--- config.mk ---
export PLATFORM = sky130hd
export DESIGN_NAME = rtcfc_regs
export DESIGN_NICKNAME = d
export VERILOG_FILES = /design/src/core/rtcfc_pkg.sv /design/src/core/rtcfc_regs.sv /design/src/core/rtcfc_tick_div.sv
export VERILOG_INCLUDE_DIRS = /design/src /design/src/core
export SDC_FILE = /design/constraint.sdc
export NUM_CORES = 1
export LEC_CHECK = 0
export BUFFER_PORTS_ARGS = -buffer_cell sky130_fd_sc_hd__buf_2
export CAP_MARGIN = 0
export CORE_MARGIN = 2
export CORE_UTILIZATION = 49
export CTS_CLUSTER_DIAMETER = 50
export DETAILED_ROUTE_END_ITERATION = 8
export PLACE_DENSITY = 0.69
export SLEW_MARGIN = 20
export SYNTH_ARGS = -nofsm -noshare
export SYNTH_HDL_FRONTEND = slang
export SYNTH_HIERARCHICAL = 1
export SYNTH_SLANG_ARGS = --single-unit
--- constraint.sdc ---
create_clock -name clk_i -period 6.05 [get_ports clk_i]
set_input_delay 0.3025 -clock clk_i [delete_from_list [all_inputs] [get_ports clk_i]]
set_output_delay 0.3025 -clock clk_i [all_outputs]
set_load 0.02 [all_outputs]
--- src/core/rtcfc_map.svh ---
// register map, field positions, reset values and timing counts
`ifndef RTCFC_MAP_SVH
`define RTCFC_MAP_SVH
`define RTCFC_IDX_EXT 5'h0d
`define RTCFC_IDX_FLAG 5'h0e
`define RTCFC_IDX_CTRL 5'h0f
`define RTCFC_IDX_EXT_ALT 5'h1d
`define RTCFC_IDX_FLAG_ALT 5'h1e
`define RTCFC_IDX_CTRL_ALT 5'h1f
`define RTCFC_IDX_CNT_LO 5'h10
`define RTCFC_IDX_CNT_HI 5'h11
`define RTCFC_EXT_TEST 7
`define RTCFC_EXT_ALARM_SEL 6
`define RTCFC_EXT_UPD_SEL 5
`define RTCFC_EXT_RUN 4
`define RTCFC_FLG_UPD 5
`define RTCFC_FLG_CNT 4
`define RTCFC_FLG_ALM 3
`define RTCFC_FLG_LOSS 1
`define RTCFC_FLG_COMP 0
`define RTCFC_CTL_UIE 5
`define RTCFC_CTL_TIE 4
`define RTCFC_CTL_AIE 3
`define RTCFC_CTL_RST 0
`define RTCFC_EXT_RESET 8'h00
`define RTCFC_FLAG_RESET 8'h03
`define RTCFC_CTRL_RESET 8'h40
`define RTCFC_FLAG_MASK 8'h3b
`define RTCFC_CTRL_MASK 8'hf9
`define RTCFC_CLK_HZ 20000000
`define RTCFC_OSC_HZ 32768
`define RTCFC_RTN_SEC_MS 500
`define RTCFC_RTN_MIN_US 7813
`define RTCFC_RTN_SEC_TICKS ((`RTCFC_RTN_SEC_MS * `RTCFC_OSC_HZ) / 1000)
`define RTCFC_RTN_MIN_TICKS ((`RTCFC_RTN_MIN_US * `RTCFC_OSC_HZ) / 1000000)
`endif

--- src/core/rtcfc_pkg.sv ---
// types shared by the flag/control register block
package rtcfc_pkg;
	typedef enum logic [1:0] {
		RTCFC_BUS_IDLE,
		RTCFC_BUS_ACK
	} rtcfc_bus_t;
	typedef struct packed {
		logic [31:0] acc;
		logic tick;
	} rtcfc_div_state_t;
endpackage

--- src/core/rtcfc_regs.sv ---
// extension, flag and control registers with timer, update and alarm
`timescale 1ns/1ps
`include "rtcfc_map.svh"
// Function
// host keeps test bit zero always
// alarm select one day, zero week
// update select zero second, one minute
// update irq returns 500ms or 7.813ms
// run bit starts or stops countdown
// clkout 32768/1024/1/32768 Hz by select
// countdown clocks 4096/64 Hz, second, minute
// update flag sticky until zero written
// countdown flag sticky until zero written
// alarm flag sticky until zero written
// data loss flag sticky, set at reset
// comp stop flag sticky, set at reset
// host reinitialises after data loss
// unused flag and control bits read zero
// comp interval 0.5/2/10/30 s select
// reset values of test, select, flags
// irq low, OR of enabled requests
// reset bit clears prescaler, stops clock
// countdown event on 001h to 000h
// alarm event on qualified time match
// both aliases reach same storage
module rtcfc_regs
	import rtcfc_pkg::*;
#(
	parameter int CLK_HZ = `RTCFC_CLK_HZ
) (
	input wire logic clk_i,
	input wire logic rst_i,
	input wire logic wb_cyc_i,
	input wire logic wb_stb_i,
	input wire logic wb_we_i,
	input wire logic [7:0] wb_adr_i,
	input wire logic [3:0] wb_sel_i,
	input wire logic [31:0] wb_dat_i,
	output logic [31:0] wb_dat_o,
	output logic wb_ack_o,
	input wire logic second_tick_i,
	input wire logic minute_tick_i,
	input wire logic day_match_i,
	input wire logic week_match_i,
	input wire logic time_match_i,
	input wire logic data_loss_i,
	input wire logic comp_stop_i,
	output logic clock_output_pin_o,
	output logic irq_n_o,
	output logic [1:0] comp_interval_o,
	output logic prescale_clear_o
);
	// ----------------------------------------------------------------
	// state
	// ----------------------------------------------------------------
	typedef struct packed {
		rtcfc_bus_t bus;
		logic [31:0] rdat;
		logic [7:0] ext;
		logic [7:0] flg;
		logic [7:0] ctl;
		logic [11:0] preset;
		logic [11:0] count;
		logic [14:0] pre;
		logic [14:0] rtn;
		logic upd_req;
		logic cnt_req;
		logic clock_output_pin;
		logic [15:0] half;
		logic irq_n;
		logic [2:0] sync_a;
		logic [2:0] sync_b;
		logic [2:0] lvl;
		logic [3:0] sync_ca;
		logic [3:0] sync_cb;
		logic match_d;
	} rtcfc_regs_t;
	rtcfc_regs_t st;
	rtcfc_regs_t next_st;
	logic osc_tick;
	// clock cycles in half an oscillator period, for the fast output
	localparam int HALF_CYC = CLK_HZ / (2 * `RTCFC_OSC_HZ);

	// oscillator tick source, frozen while the reset bit is set
	rtcfc_tick_div #(.CLK_HZ(CLK_HZ), .OSC_HZ(`RTCFC_OSC_HZ)) u_div (
		.clk_i(clk_i),
		.rst_i(rst_i),
		.hold_i(st.ctl[`RTCFC_CTL_RST]),
		.tick_o(osc_tick)
	);

	// ----------------------------------------------------------------
	// register index decode
	// ----------------------------------------------------------------
	// index decode shared by read and write
	function automatic logic [1:0] rtcfc_decode(input logic [4:0] idx);
		logic [1:0] sel;
		sel = 2'd3;
		if (idx == `RTCFC_IDX_EXT || idx == `RTCFC_IDX_EXT_ALT) begin
			sel = 2'd0;
		end else if (idx == `RTCFC_IDX_FLAG || idx == `RTCFC_IDX_FLAG_ALT) begin
			sel = 2'd1;
		end else if (idx == `RTCFC_IDX_CTRL || idx == `RTCFC_IDX_CTRL_ALT) begin
			sel = 2'd2;
		end
		return sel;
	endfunction

	// decoded request and event strobes
	logic [4:0] idx;
	logic [1:0] rsel;
	logic wr;
	logic [7:0] wd;
	logic sec_ev;
	logic min_ev;
	logic match_lvl;
	logic upd_ev;
	logic src_ev;
	logic alm_ev;
	logic cnt_ev;
	logic [14:0] pre_inc;
	assign idx = wb_adr_i[6:2];
	assign rsel = rtcfc_decode(idx);
	assign wd = wb_dat_i[7:0];
	assign pre_inc = st.pre + 15'h1;
	// ----------------------------------------------------------------
	// next-state logic
	// ----------------------------------------------------------------
	always_comb begin
		next_st = st;
		wr = wb_cyc_i && wb_stb_i && wb_we_i && wb_sel_i[0] &&
			st.bus == RTCFC_BUS_IDLE;

		// --------------------------------------------------------
		// pin synchronisers and edge detection
		// --------------------------------------------------------
		// pin inputs: three flip-flops, edge from the second and third
		next_st.sync_a = {minute_tick_i, second_tick_i, data_loss_i};
		next_st.sync_b = st.sync_a;
		next_st.lvl = st.sync_b;
		// match levels share one delay, so they stay aligned
		next_st.sync_ca = {comp_stop_i, time_match_i, week_match_i,
			day_match_i};
		next_st.sync_cb = st.sync_ca;
		sec_ev = st.sync_b[1] && !st.lvl[1];
		min_ev = st.sync_b[2] && !st.lvl[2];

		// --------------------------------------------------------
		// update and alarm events
		// --------------------------------------------------------
		// alarm target select: day or week match
		match_lvl = st.sync_cb[2] && (st.ext[`RTCFC_EXT_ALARM_SEL] ?
			st.sync_cb[0] : st.sync_cb[1]);
		next_st.match_d = match_lvl;
		// rising edge only, a held match raises the flag once
		alm_ev = match_lvl && !st.match_d;
		upd_ev = st.ext[`RTCFC_EXT_UPD_SEL] ? min_ev : sec_ev;

		// --------------------------------------------------------
		// prescaler, clock output and countdown
		// --------------------------------------------------------
		// oscillator prescaler, cleared by the reset bit
		if (st.ctl[`RTCFC_CTL_RST]) begin
			next_st.pre = 15'h0;
		end else if (osc_tick) begin
			next_st.pre = pre_inc;
		end

		// countdown source select
		unique case (st.ext[1:0])
			2'b00: src_ev = osc_tick && pre_inc[2:0] == 3'h0;
			2'b01: src_ev = osc_tick && pre_inc[8:0] == 9'h0;
			2'b10: src_ev = sec_ev;
			2'b11: src_ev = min_ev;
		endcase

		// cycles since the last oscillator tick, saturating
		if (osc_tick) begin
			next_st.half = 16'h0;
		end else if (st.half != 16'hffff) begin
			next_st.half = st.half + 16'h1;
		end
		// clock output select; fast output high for half a period
		unique case (st.ext[3:2])
			2'b01: next_st.clock_output_pin = st.pre[4];
			2'b10: next_st.clock_output_pin = st.pre[14];
			default: next_st.clock_output_pin = osc_tick ||
				st.half < 16'(HALF_CYC - 1);
		endcase

		// countdown: reload while stopped, event on a source tick at 001h, which reloads the preset
		cnt_ev = 1'b0;
		if (!st.ext[`RTCFC_EXT_RUN]) begin
			next_st.count = st.preset;
		end else if (src_ev) begin
			if (st.count == 12'h001) begin
				cnt_ev = 1'b1;
				next_st.count = st.preset;
			end else if (st.count != 12'h000) begin
				next_st.count = st.count - 12'h1;
			end
		end

		// --------------------------------------------------------
		// flag and configuration writes
		// --------------------------------------------------------
		// flag clears by writing zero; writing one leaves them alone
		if (wr && rsel == 2'd1) begin
			next_st.flg = st.flg & wd & `RTCFC_FLAG_MASK;
		end
		// sticky sets win over same-cycle clears
		if (upd_ev) next_st.flg[`RTCFC_FLG_UPD] = 1'b1;
		if (cnt_ev) next_st.flg[`RTCFC_FLG_CNT] = 1'b1;
		if (alm_ev) next_st.flg[`RTCFC_FLG_ALM] = 1'b1;
		if (st.sync_b[0]) next_st.flg[`RTCFC_FLG_LOSS] = 1'b1;
		if (st.sync_cb[3]) next_st.flg[`RTCFC_FLG_COMP] = 1'b1;
		// configuration writes land on the taken edge
		if (wr && rsel == 2'd0) begin
			next_st.ext = wd;
		end
		if (wr && rsel == 2'd2) begin
			next_st.ctl = wd & `RTCFC_CTRL_MASK;
		end
		if (wr && idx == `RTCFC_IDX_CNT_LO) begin
			next_st.preset[7:0] = wd;
		end
		if (wr && idx == `RTCFC_IDX_CNT_HI) begin
			next_st.preset[11:8] = wd[3:0];
		end

		// --------------------------------------------------------
		// interrupt requests
		// --------------------------------------------------------
		// update and countdown requests auto-return after a hold time
		if (upd_ev) begin
			next_st.upd_req = 1'b1;
			next_st.cnt_req = 1'b0;
			next_st.rtn = st.ext[`RTCFC_EXT_UPD_SEL] ?
				15'(`RTCFC_RTN_MIN_TICKS) : 15'(`RTCFC_RTN_SEC_TICKS);
		end else if (cnt_ev) begin
			next_st.cnt_req = 1'b1;
			next_st.upd_req = 1'b0;
			next_st.rtn = 15'(`RTCFC_RTN_MIN_TICKS);
		end else if (osc_tick && st.rtn != 15'h0) begin
			next_st.rtn = st.rtn - 15'h1;
			if (st.rtn == 15'h1) begin
				next_st.upd_req = 1'b0;
				next_st.cnt_req = 1'b0;
			end
		end
		// active-low interrupt, OR of enabled requests
		next_st.irq_n = !((next_st.upd_req && st.ctl[`RTCFC_CTL_UIE]) ||
			(next_st.cnt_req && st.ctl[`RTCFC_CTL_TIE]) ||
			(next_st.flg[`RTCFC_FLG_ALM] &&
			st.ctl[`RTCFC_CTL_AIE]));

		// --------------------------------------------------------
		// bus answer
		// --------------------------------------------------------
		// ack one cycle after request, then drop
		unique case (st.bus)
			RTCFC_BUS_IDLE: begin
				if (wb_cyc_i && wb_stb_i) begin
					next_st.bus = RTCFC_BUS_ACK;
					unique case (rsel)
						2'd0: next_st.rdat = {24'h0, st.ext};
						2'd1: next_st.rdat = {24'h0, st.flg};
						2'd2: next_st.rdat = {24'h0, st.ctl};
						default: next_st.rdat = 32'h0;
					endcase
				end
			end
			RTCFC_BUS_ACK: begin
				next_st.bus = RTCFC_BUS_IDLE;
				next_st.rdat = 32'h0;
			end
		endcase
	end

	// ----------------------------------------------------------------
	// registers
	// ----------------------------------------------------------------
	always_ff @(posedge clk_i) begin
		if (rst_i) begin
			st <= '0;
			st.ext <= `RTCFC_EXT_RESET;
			st.flg <= `RTCFC_FLAG_RESET;
			st.ctl <= `RTCFC_CTRL_RESET;
			st.irq_n <= 1'b1;
		end else begin
			st <= next_st;
		end
	end

	// ----------------------------------------------------------------
	// outputs
	// ----------------------------------------------------------------
	// outputs straight from flip-flops
	assign wb_dat_o = st.rdat;
	assign wb_ack_o = st.bus == RTCFC_BUS_ACK;
	assign clock_output_pin_o = st.clock_output_pin;
	assign irq_n_o = st.irq_n;
	assign comp_interval_o = st.ctl[7:6];
	assign prescale_clear_o = st.ctl[`RTCFC_CTL_RST];
endmodule

--- src/core/rtcfc_tick_div.sv ---
// oscillator tick generator from the system clock
`timescale 1ns/1ps
module rtcfc_tick_div
	import rtcfc_pkg::*;
#(
	parameter int CLK_HZ = 20000000,
	parameter int OSC_HZ = 32768
) (
	input wire logic clk_i,
	input wire logic rst_i,
	input wire logic hold_i,
	output logic tick_o
);
	// ----------------------------------------------------------------
	// fractional accumulator, one tick per oscillator period
	// ----------------------------------------------------------------
	rtcfc_div_state_t st;
	rtcfc_div_state_t next_st;
	always_comb begin
		next_st.acc = st.acc + 32'(OSC_HZ);
		next_st.tick = 1'b0;
		if (hold_i) begin
			next_st.acc = st.acc;
		end else if (next_st.acc >= 32'(CLK_HZ)) begin
			next_st.acc = next_st.acc - 32'(CLK_HZ);
			next_st.tick = 1'b1;
		end
	end
	// accumulator and tick pulse registered together
	always_ff @(posedge clk_i) begin
		if (rst_i) begin
			st <= '0;
		end else begin
			st <= next_st;
		end
	end
	assign tick_o = st.tick;
endmodule

=== After elaboration in Yosys (flattened, before gate mapping) ===
Cells that the tools add are included.

* Add/sub/neg operators: 6
* Magnitude comparators: 2
* Equality and inequality tests: 22
* Muxes and demuxes: 27
* Bitwise operators: 1
* Reductions and logical operators: 44

{| class="wikitable"
|+ Operators by type and width
! cell !! count
|-
| one-hot mux 34 bit (2 select lines) || 1
|-
| two-way mux 17 bit || 3
|-
| two-way mux 12 bit || 4
|-
| two-way mux 34 bit || 1
|-
| two-way mux 33 bit || 1
|-
| adder 32 x 16 -> 32 bit, second input constant || 1
|-
| greater-or-equal comparator 32 x 25 -> 1 bit, second input constant || 1
|-
| subtractor 32 x 25 -> 32 bit, second input constant || 1
|-
| == test 5 bit, second input constant || 5
|-
| one-hot mux 8 bit (3 select lines) || 1
|-
| logical AND 1 bit || 19
|-
| adder 16 x 1 -> 16 bit, second input constant || 1
|-
| less-than comparator 16 x 9 -> 1 bit, second input constant || 1
|-
| != test 16 bit, second input constant || 1
|-
| adder 15 x 1 -> 15 bit, second input constant || 1
|-
| == test 15 x 1 -> 1 bit, second input constant || 1
|-
| == test 5 x 4 -> 1 bit, second input constant || 3
|-
| two-way mux 15 bit || 1
|-
| nonzero test 15 bit || 1
|-
| subtractor 15 x 1 -> 15 bit, second input constant || 1
|-
| == test 12 x 1 -> 1 bit, second input constant || 1
|-
| nonzero test 12 bit || 1
|-
| subtractor 12 x 1 -> 12 bit, second input constant || 1
|-
| logical NOT 9 bit || 1
|-
| 19 further kinds || 49
|}

* Register bits: 178
* Bits of input ports: 56
* Output and inout bits: 38
* Logic and storage cells: 129

=== Depth between registers and ports, before layout ===
* Depth after elaboration: 12
* Depth in mapped cells: 11
* Gate-level depth less buffers: 10

=== Cells and area by module ===
Netlist, hierarchy kept.

{| class="wikitable"
|+ By module, submodules not included
! module !! times used !! cells each !! area each (um^2) !! seq. area each (um^2)
|-
| rtcfc_regs || 1 || 647 || 5619.1 || 2382.3
|-
| rtcfc_tick_div || 1 || 292 || 2242.2 || 500.5
|}

=== Least setup slack after synthesis ===
OpenSTA, ideal clock, no wires.

* Path type: reg2reg
* Start: reg u_div/st[16] (netlist name)
* End: reg u_div/st[25] (netlist name)
* Library setup time: 0.123 ns
* Arrival time: 2.604 ns
* Required time: 5.927 ns
* Setup slack: 3.323 ns
* Stages on the path, launching flop included: 10
* Buffers on the path: 0
* Period minus slack after synthesis: 2.727 ns
* Cells stage by stage: dfxtp_1 ha_1 nand3_1 nor4_4 o211ai_4 a22oi_4 nand3_4 o21ai_1 mux2_2 mux2_1

* Word-level cells in the longest chain between the ends: 3
* Elaborated cells on any way between the ends: 4
* Those cells by class: add/sub (2); order compare (1); mux (1)

{| class="wikitable"
|+ Ends and longest elaborated chain
! what !! line !! RTL
|-
| from (decl) || rtcfc_tick_div.sv:17 || <nowiki>rtcfc_div_state_t st;</nowiki>
|-
| from (signal assigned) || rtcfc_tick_div.sv:34 || <nowiki>st <= next_st;</nowiki>
|-
| adder 32 x 16 -> 32 bit (*) || rtcfc_tick_div.sv:20 || <nowiki>next_st.acc = st.acc + 32'(OSC_HZ);</nowiki>
|-
| subtractor 32 x 25 -> 32 bit or greater-or-equal comparator 32 x 25 -> 1 bit (tied branches) || rtcfc_tick_div.sv:25, rtcfc_tick_div.sv:24 ||
|-
| two-way mux 33 bit (*) || rtcfc_tick_div.sv:24 || <nowiki>end else if (next_st.acc >= 32'(CLK_HZ)) begin</nowiki>
|}

Mark *: on every way between the ends. The rest lies on a longest branch, timed or not.
A chain may end at the register's enable or synchronous reset.

=== Worst setup path in the final report ===
Ends and elaborated chain as after synthesis.

==> impl_metrics.json <==
{
  "fin_crit_sh_pct": 61.1,
  "clkTransAtPathRegs_ns": 0.06,
  "cp_data_required_time_ns": 6.36,
  "placed_cell_area_um2": 7980,
  "maxSlewHeadroom_pct": 43.3,
  "cts_resized": 0,
  "skew_ns": 0.00794,
  "finalCriticalPeriod_ns": 3.69,
  "cpLargestDelayFamily": "simple AND/OR/NAND/NOR gates",
  "highest_layer": "met4",
  "syn_area_um2": 7860,
  "setup_violations": 0,
  "pwr-share-clk_pct": 31.3,
  "via_per_inst": 5.39,
  "slew_violations": 0,
  "num_vias": 6312,
  "finalHoldViolCount": 0,
  "ys.flop_type": "dfxtp_1",
  "grt_pass1_wl_um": 26800,
  "crit_fanout": 13,
  "yosysSeqAreaShare_pct": 36.7,
  "floorplan.initialDensity_pct": 49.8,
  "swShare_pct": 36.2,
  "synthArstFlopShare_pct": 0,
  "power.switching_mw": 1.21,
  "wl_met1_um": 7520,
  "critPathSlowestCell": "nor4_4",
  "final_nets": 1011,
  "ctsRootBufferMaster": "clkbuf_16",
  "synthCells": 939,
  "worst_slew_pin_slew_ns": 0.845,
  "clockBufferDepth": 2,
  "p_int_mw": 2.14,
  "gr-total-overflow": 0,
  "dp_slack_ns": 2.39,
  "dieArea_um2": 17100,
  "die_width_um": 131,
  "core.rowCount": 46,
  "syn_to_final_growth_pct": 9.02,
  "drtPass1Iterations": 5,
  "cts_sinks": 144,
  "dr.first_iter.drc_count": 437,
  "fin_setup_tns_ns": 0,
  "numCtsBuffers": 17,
  "worstSetupEndpointType": "register",
  "cts_tree": "built",
  "fin_area_um2": 8570,
  "combPwrFrac_pct": 31.2,
  "peakVddDrop_mv": 0.231,
  "fin_util_pct": 54.3,
  "yosysWarnings": 6,
  "htree_levels": 4,
  "place.port_buffers": 39,
  "postCtsSetupBuffers": 0,
  "rsz0062_at_grt": "no",
  "hold_path.class": "input pin to register",
  "synth_cell_types": 81,
  "seqPwrFrac_pct": 37.5,
  "critPathBufInv": 0,
  "antenna_found_initial": 0,
  "ant_nets": 0,
  "setup_ws_ns": 2.36,
  "total_power_mw": 3.35,
  "track_usage_pct": 19.5,
  "pin_count": 94,
  "synth_edf_count": 0,
  "cellLeakagePower_nw": 3.32,
  "cap_violations": 0,
  "drc_errors": 0,
  "finalWirelength_um": 16200,
  "die_h_um": 131,
  "worstSetupPathType": "register to register",
  "grt_pass1_vias": 5793,
  "dp_hpwl_um": 11100,
  "syn_avg_cell_area_um2": 8.37,
  "gp_routability_congestion": 0.820,
  "wl_per_cell_um": 13.9,
  "critPathArrivalTime_ns": 4.01,
  "crit_chain": "ha_1 -> nand3_1 -> nor4_4 -> o211ai_4 -> a22oi_4 -> nand3_4 -> o21ai_1 -> mux2_2 -> mux2_1",
  "diodes": 0,
  "powerDensity_nw_per_um2": 391,
  "fmax_ghz": 0.271,
  "max_stage_delay_ns": 0.63,
  "outcome": "complete, no violations",
  "grt_max_degree": 57,
  "hold_buffers": 0,
  "wl_met3_um": 614,
  "drive_gt1_share_pct": 11.3,
  "clock_latency_ns": 0.43,
  "core-area_um2": 15800,
  "ys_ff_latch": 144,
  "cp-start-kind": "register",
  "wl_met2_um": 7790
}
registers in the layout (all words and copies together) (netlist names):
signal              cells
wb_dat_o                8
irq_n_o                 1
prescale_clear_o        1
clock_output_pin_o      1
comp_interval_o         2
u_div/st               24
st                     96
next_st                10
u_div/tick_o            1
synthesized netlist by cell type, types with 7 or more instances:
master | instances | area share (%)
buf_2 | 9 | 0.57
a31oi_1 | 7 | 0.56
mux2i_1 | 35 | 4.5
a21oi_1 | 47 | 3.0
nor3_1 | 30 | 1.9
o21ai_1 | 12 | 0.76
xnor2_1 | 35 | 3.9
nor2b_1 | 34 | 2.7
nor3b_1 | 8 | 0.76
or3_1 | 9 | 0.72
o21ai_0 | 32 | 2.0
ha_1 | 14 | 2.2
buf_4 | 38 | 3.6
clkbuf_1 | 31 | 1.5
nand2_1 | 65 | 3.1
nand3b_1 | 7 | 0.67
and3_1 | 11 | 0.88
nor2_1 | 131 | 6.3
nand4_1 | 19 | 1.5
xor2_1 | 19 | 2.1
nand3_1 | 33 | 2.1
a21o_1 | 10 | 0.95
dfxtp_1 | 144 | 37
inv_1 | 26 | 1.2
nor4_1 | 7 | 0.56
a211oi_1 | 9 | 0.86
mux2_1 | 9 | 1.3
stage by stage:
stage	hold slack (ns)	cells
global route	0.0814	1170
global placement	0.396	1138
CTS	0.0636	1170
floorplan	0.382	962
finish	0.0808	1170
detailed placement	0.398	1138
cells by family after synthesis:
logic type,count (synthesis),share of synthesized area (%)
AO/OA/AOI/OAI,169,14.7
XOR/XNOR,55,6.22
adder cells (fa/ha/maj),14,2.23
buffers and inverters,108,7.11
flip-flops,144,36.7
multiplexers,49,6.46
other,1,0.0477
AND/OR/NAND/NOR,399,26.5
worst paths after layout:
check | startpoint | end | slack (ns) | cells past startpoint
hold / removal | time_match_i | next_st[3] | 0.08 | 2
setup / recovery | u_div/st[16] | u_div/st[25] | 2.36 | 9
setup reg to reg | u_div/st[16] | u_div/st[25] | 2.36 | 9
hold reg to reg | st[4] | st[100] | 0.42 | 2
cell usage in the layout (no fill, tap or decap), types with 8 or more instances in the layout:
master and n:
nor2_1 131, a21o_1 10, o21ai_1 12, a21oi_1 47, dfxtp_1 144, inv_1 26
conb_1 24, nand2_1 65, nand3_1 33, buf_2 38, xnor2_1 35, nor3b_1 8
o21ai_0 32, and3_1 11, xor2_1 19, or3_1 9, mux2_1 9, a211oi_1 9
mux2i_1 35, clkbuf_16 17, nor3_1 30, nor2b_1 34, ha_1 14, nand4_1 19
cell type report:
type                       count  area, µm²
tap                          216        270
clock inverter                15        169
multi-input combinational    710       4510
timing repair buffer          42        220
inverter                      26       97.6
clock buffer                  17        425
fill                        1517       7200
sequential                   144       2880
worst register-to-register path, cell delays in order, from the launching register on:
cell and delay, ns:
dfxtp_1 0.60, ha_1 0.47, nand3_1 0.35, nor4_4 0.63, o211ai_4 0.14, a22oi_4 0.37, nand3_4 0.21, o21ai_1 0.15
mux2_2 0.36, mux2_1 0.30
power by group through the flow:
stage,Clock [mW],Combinational [mW],Sequential [mW]
2_1_floorplan,0,0.983,1.17
3_3_place_gp,0,1.03,1.27
3_5_place_dp,0,1.04,1.27
4_1_cts,1.07,1.05,1.26
5_1_grt,1.11,1.18,1.29
6_report,1.05,1.05,1.26
metal layers:
metal / vias up / global-route usage [%]
li1: 3244 / -
met1: 2934 / 23.8
met2: 114 / 34.0
met3: 20 / 3.99
met4: 0 / 7.32
met5: - / 0
(Power assumes the default switching activity.)
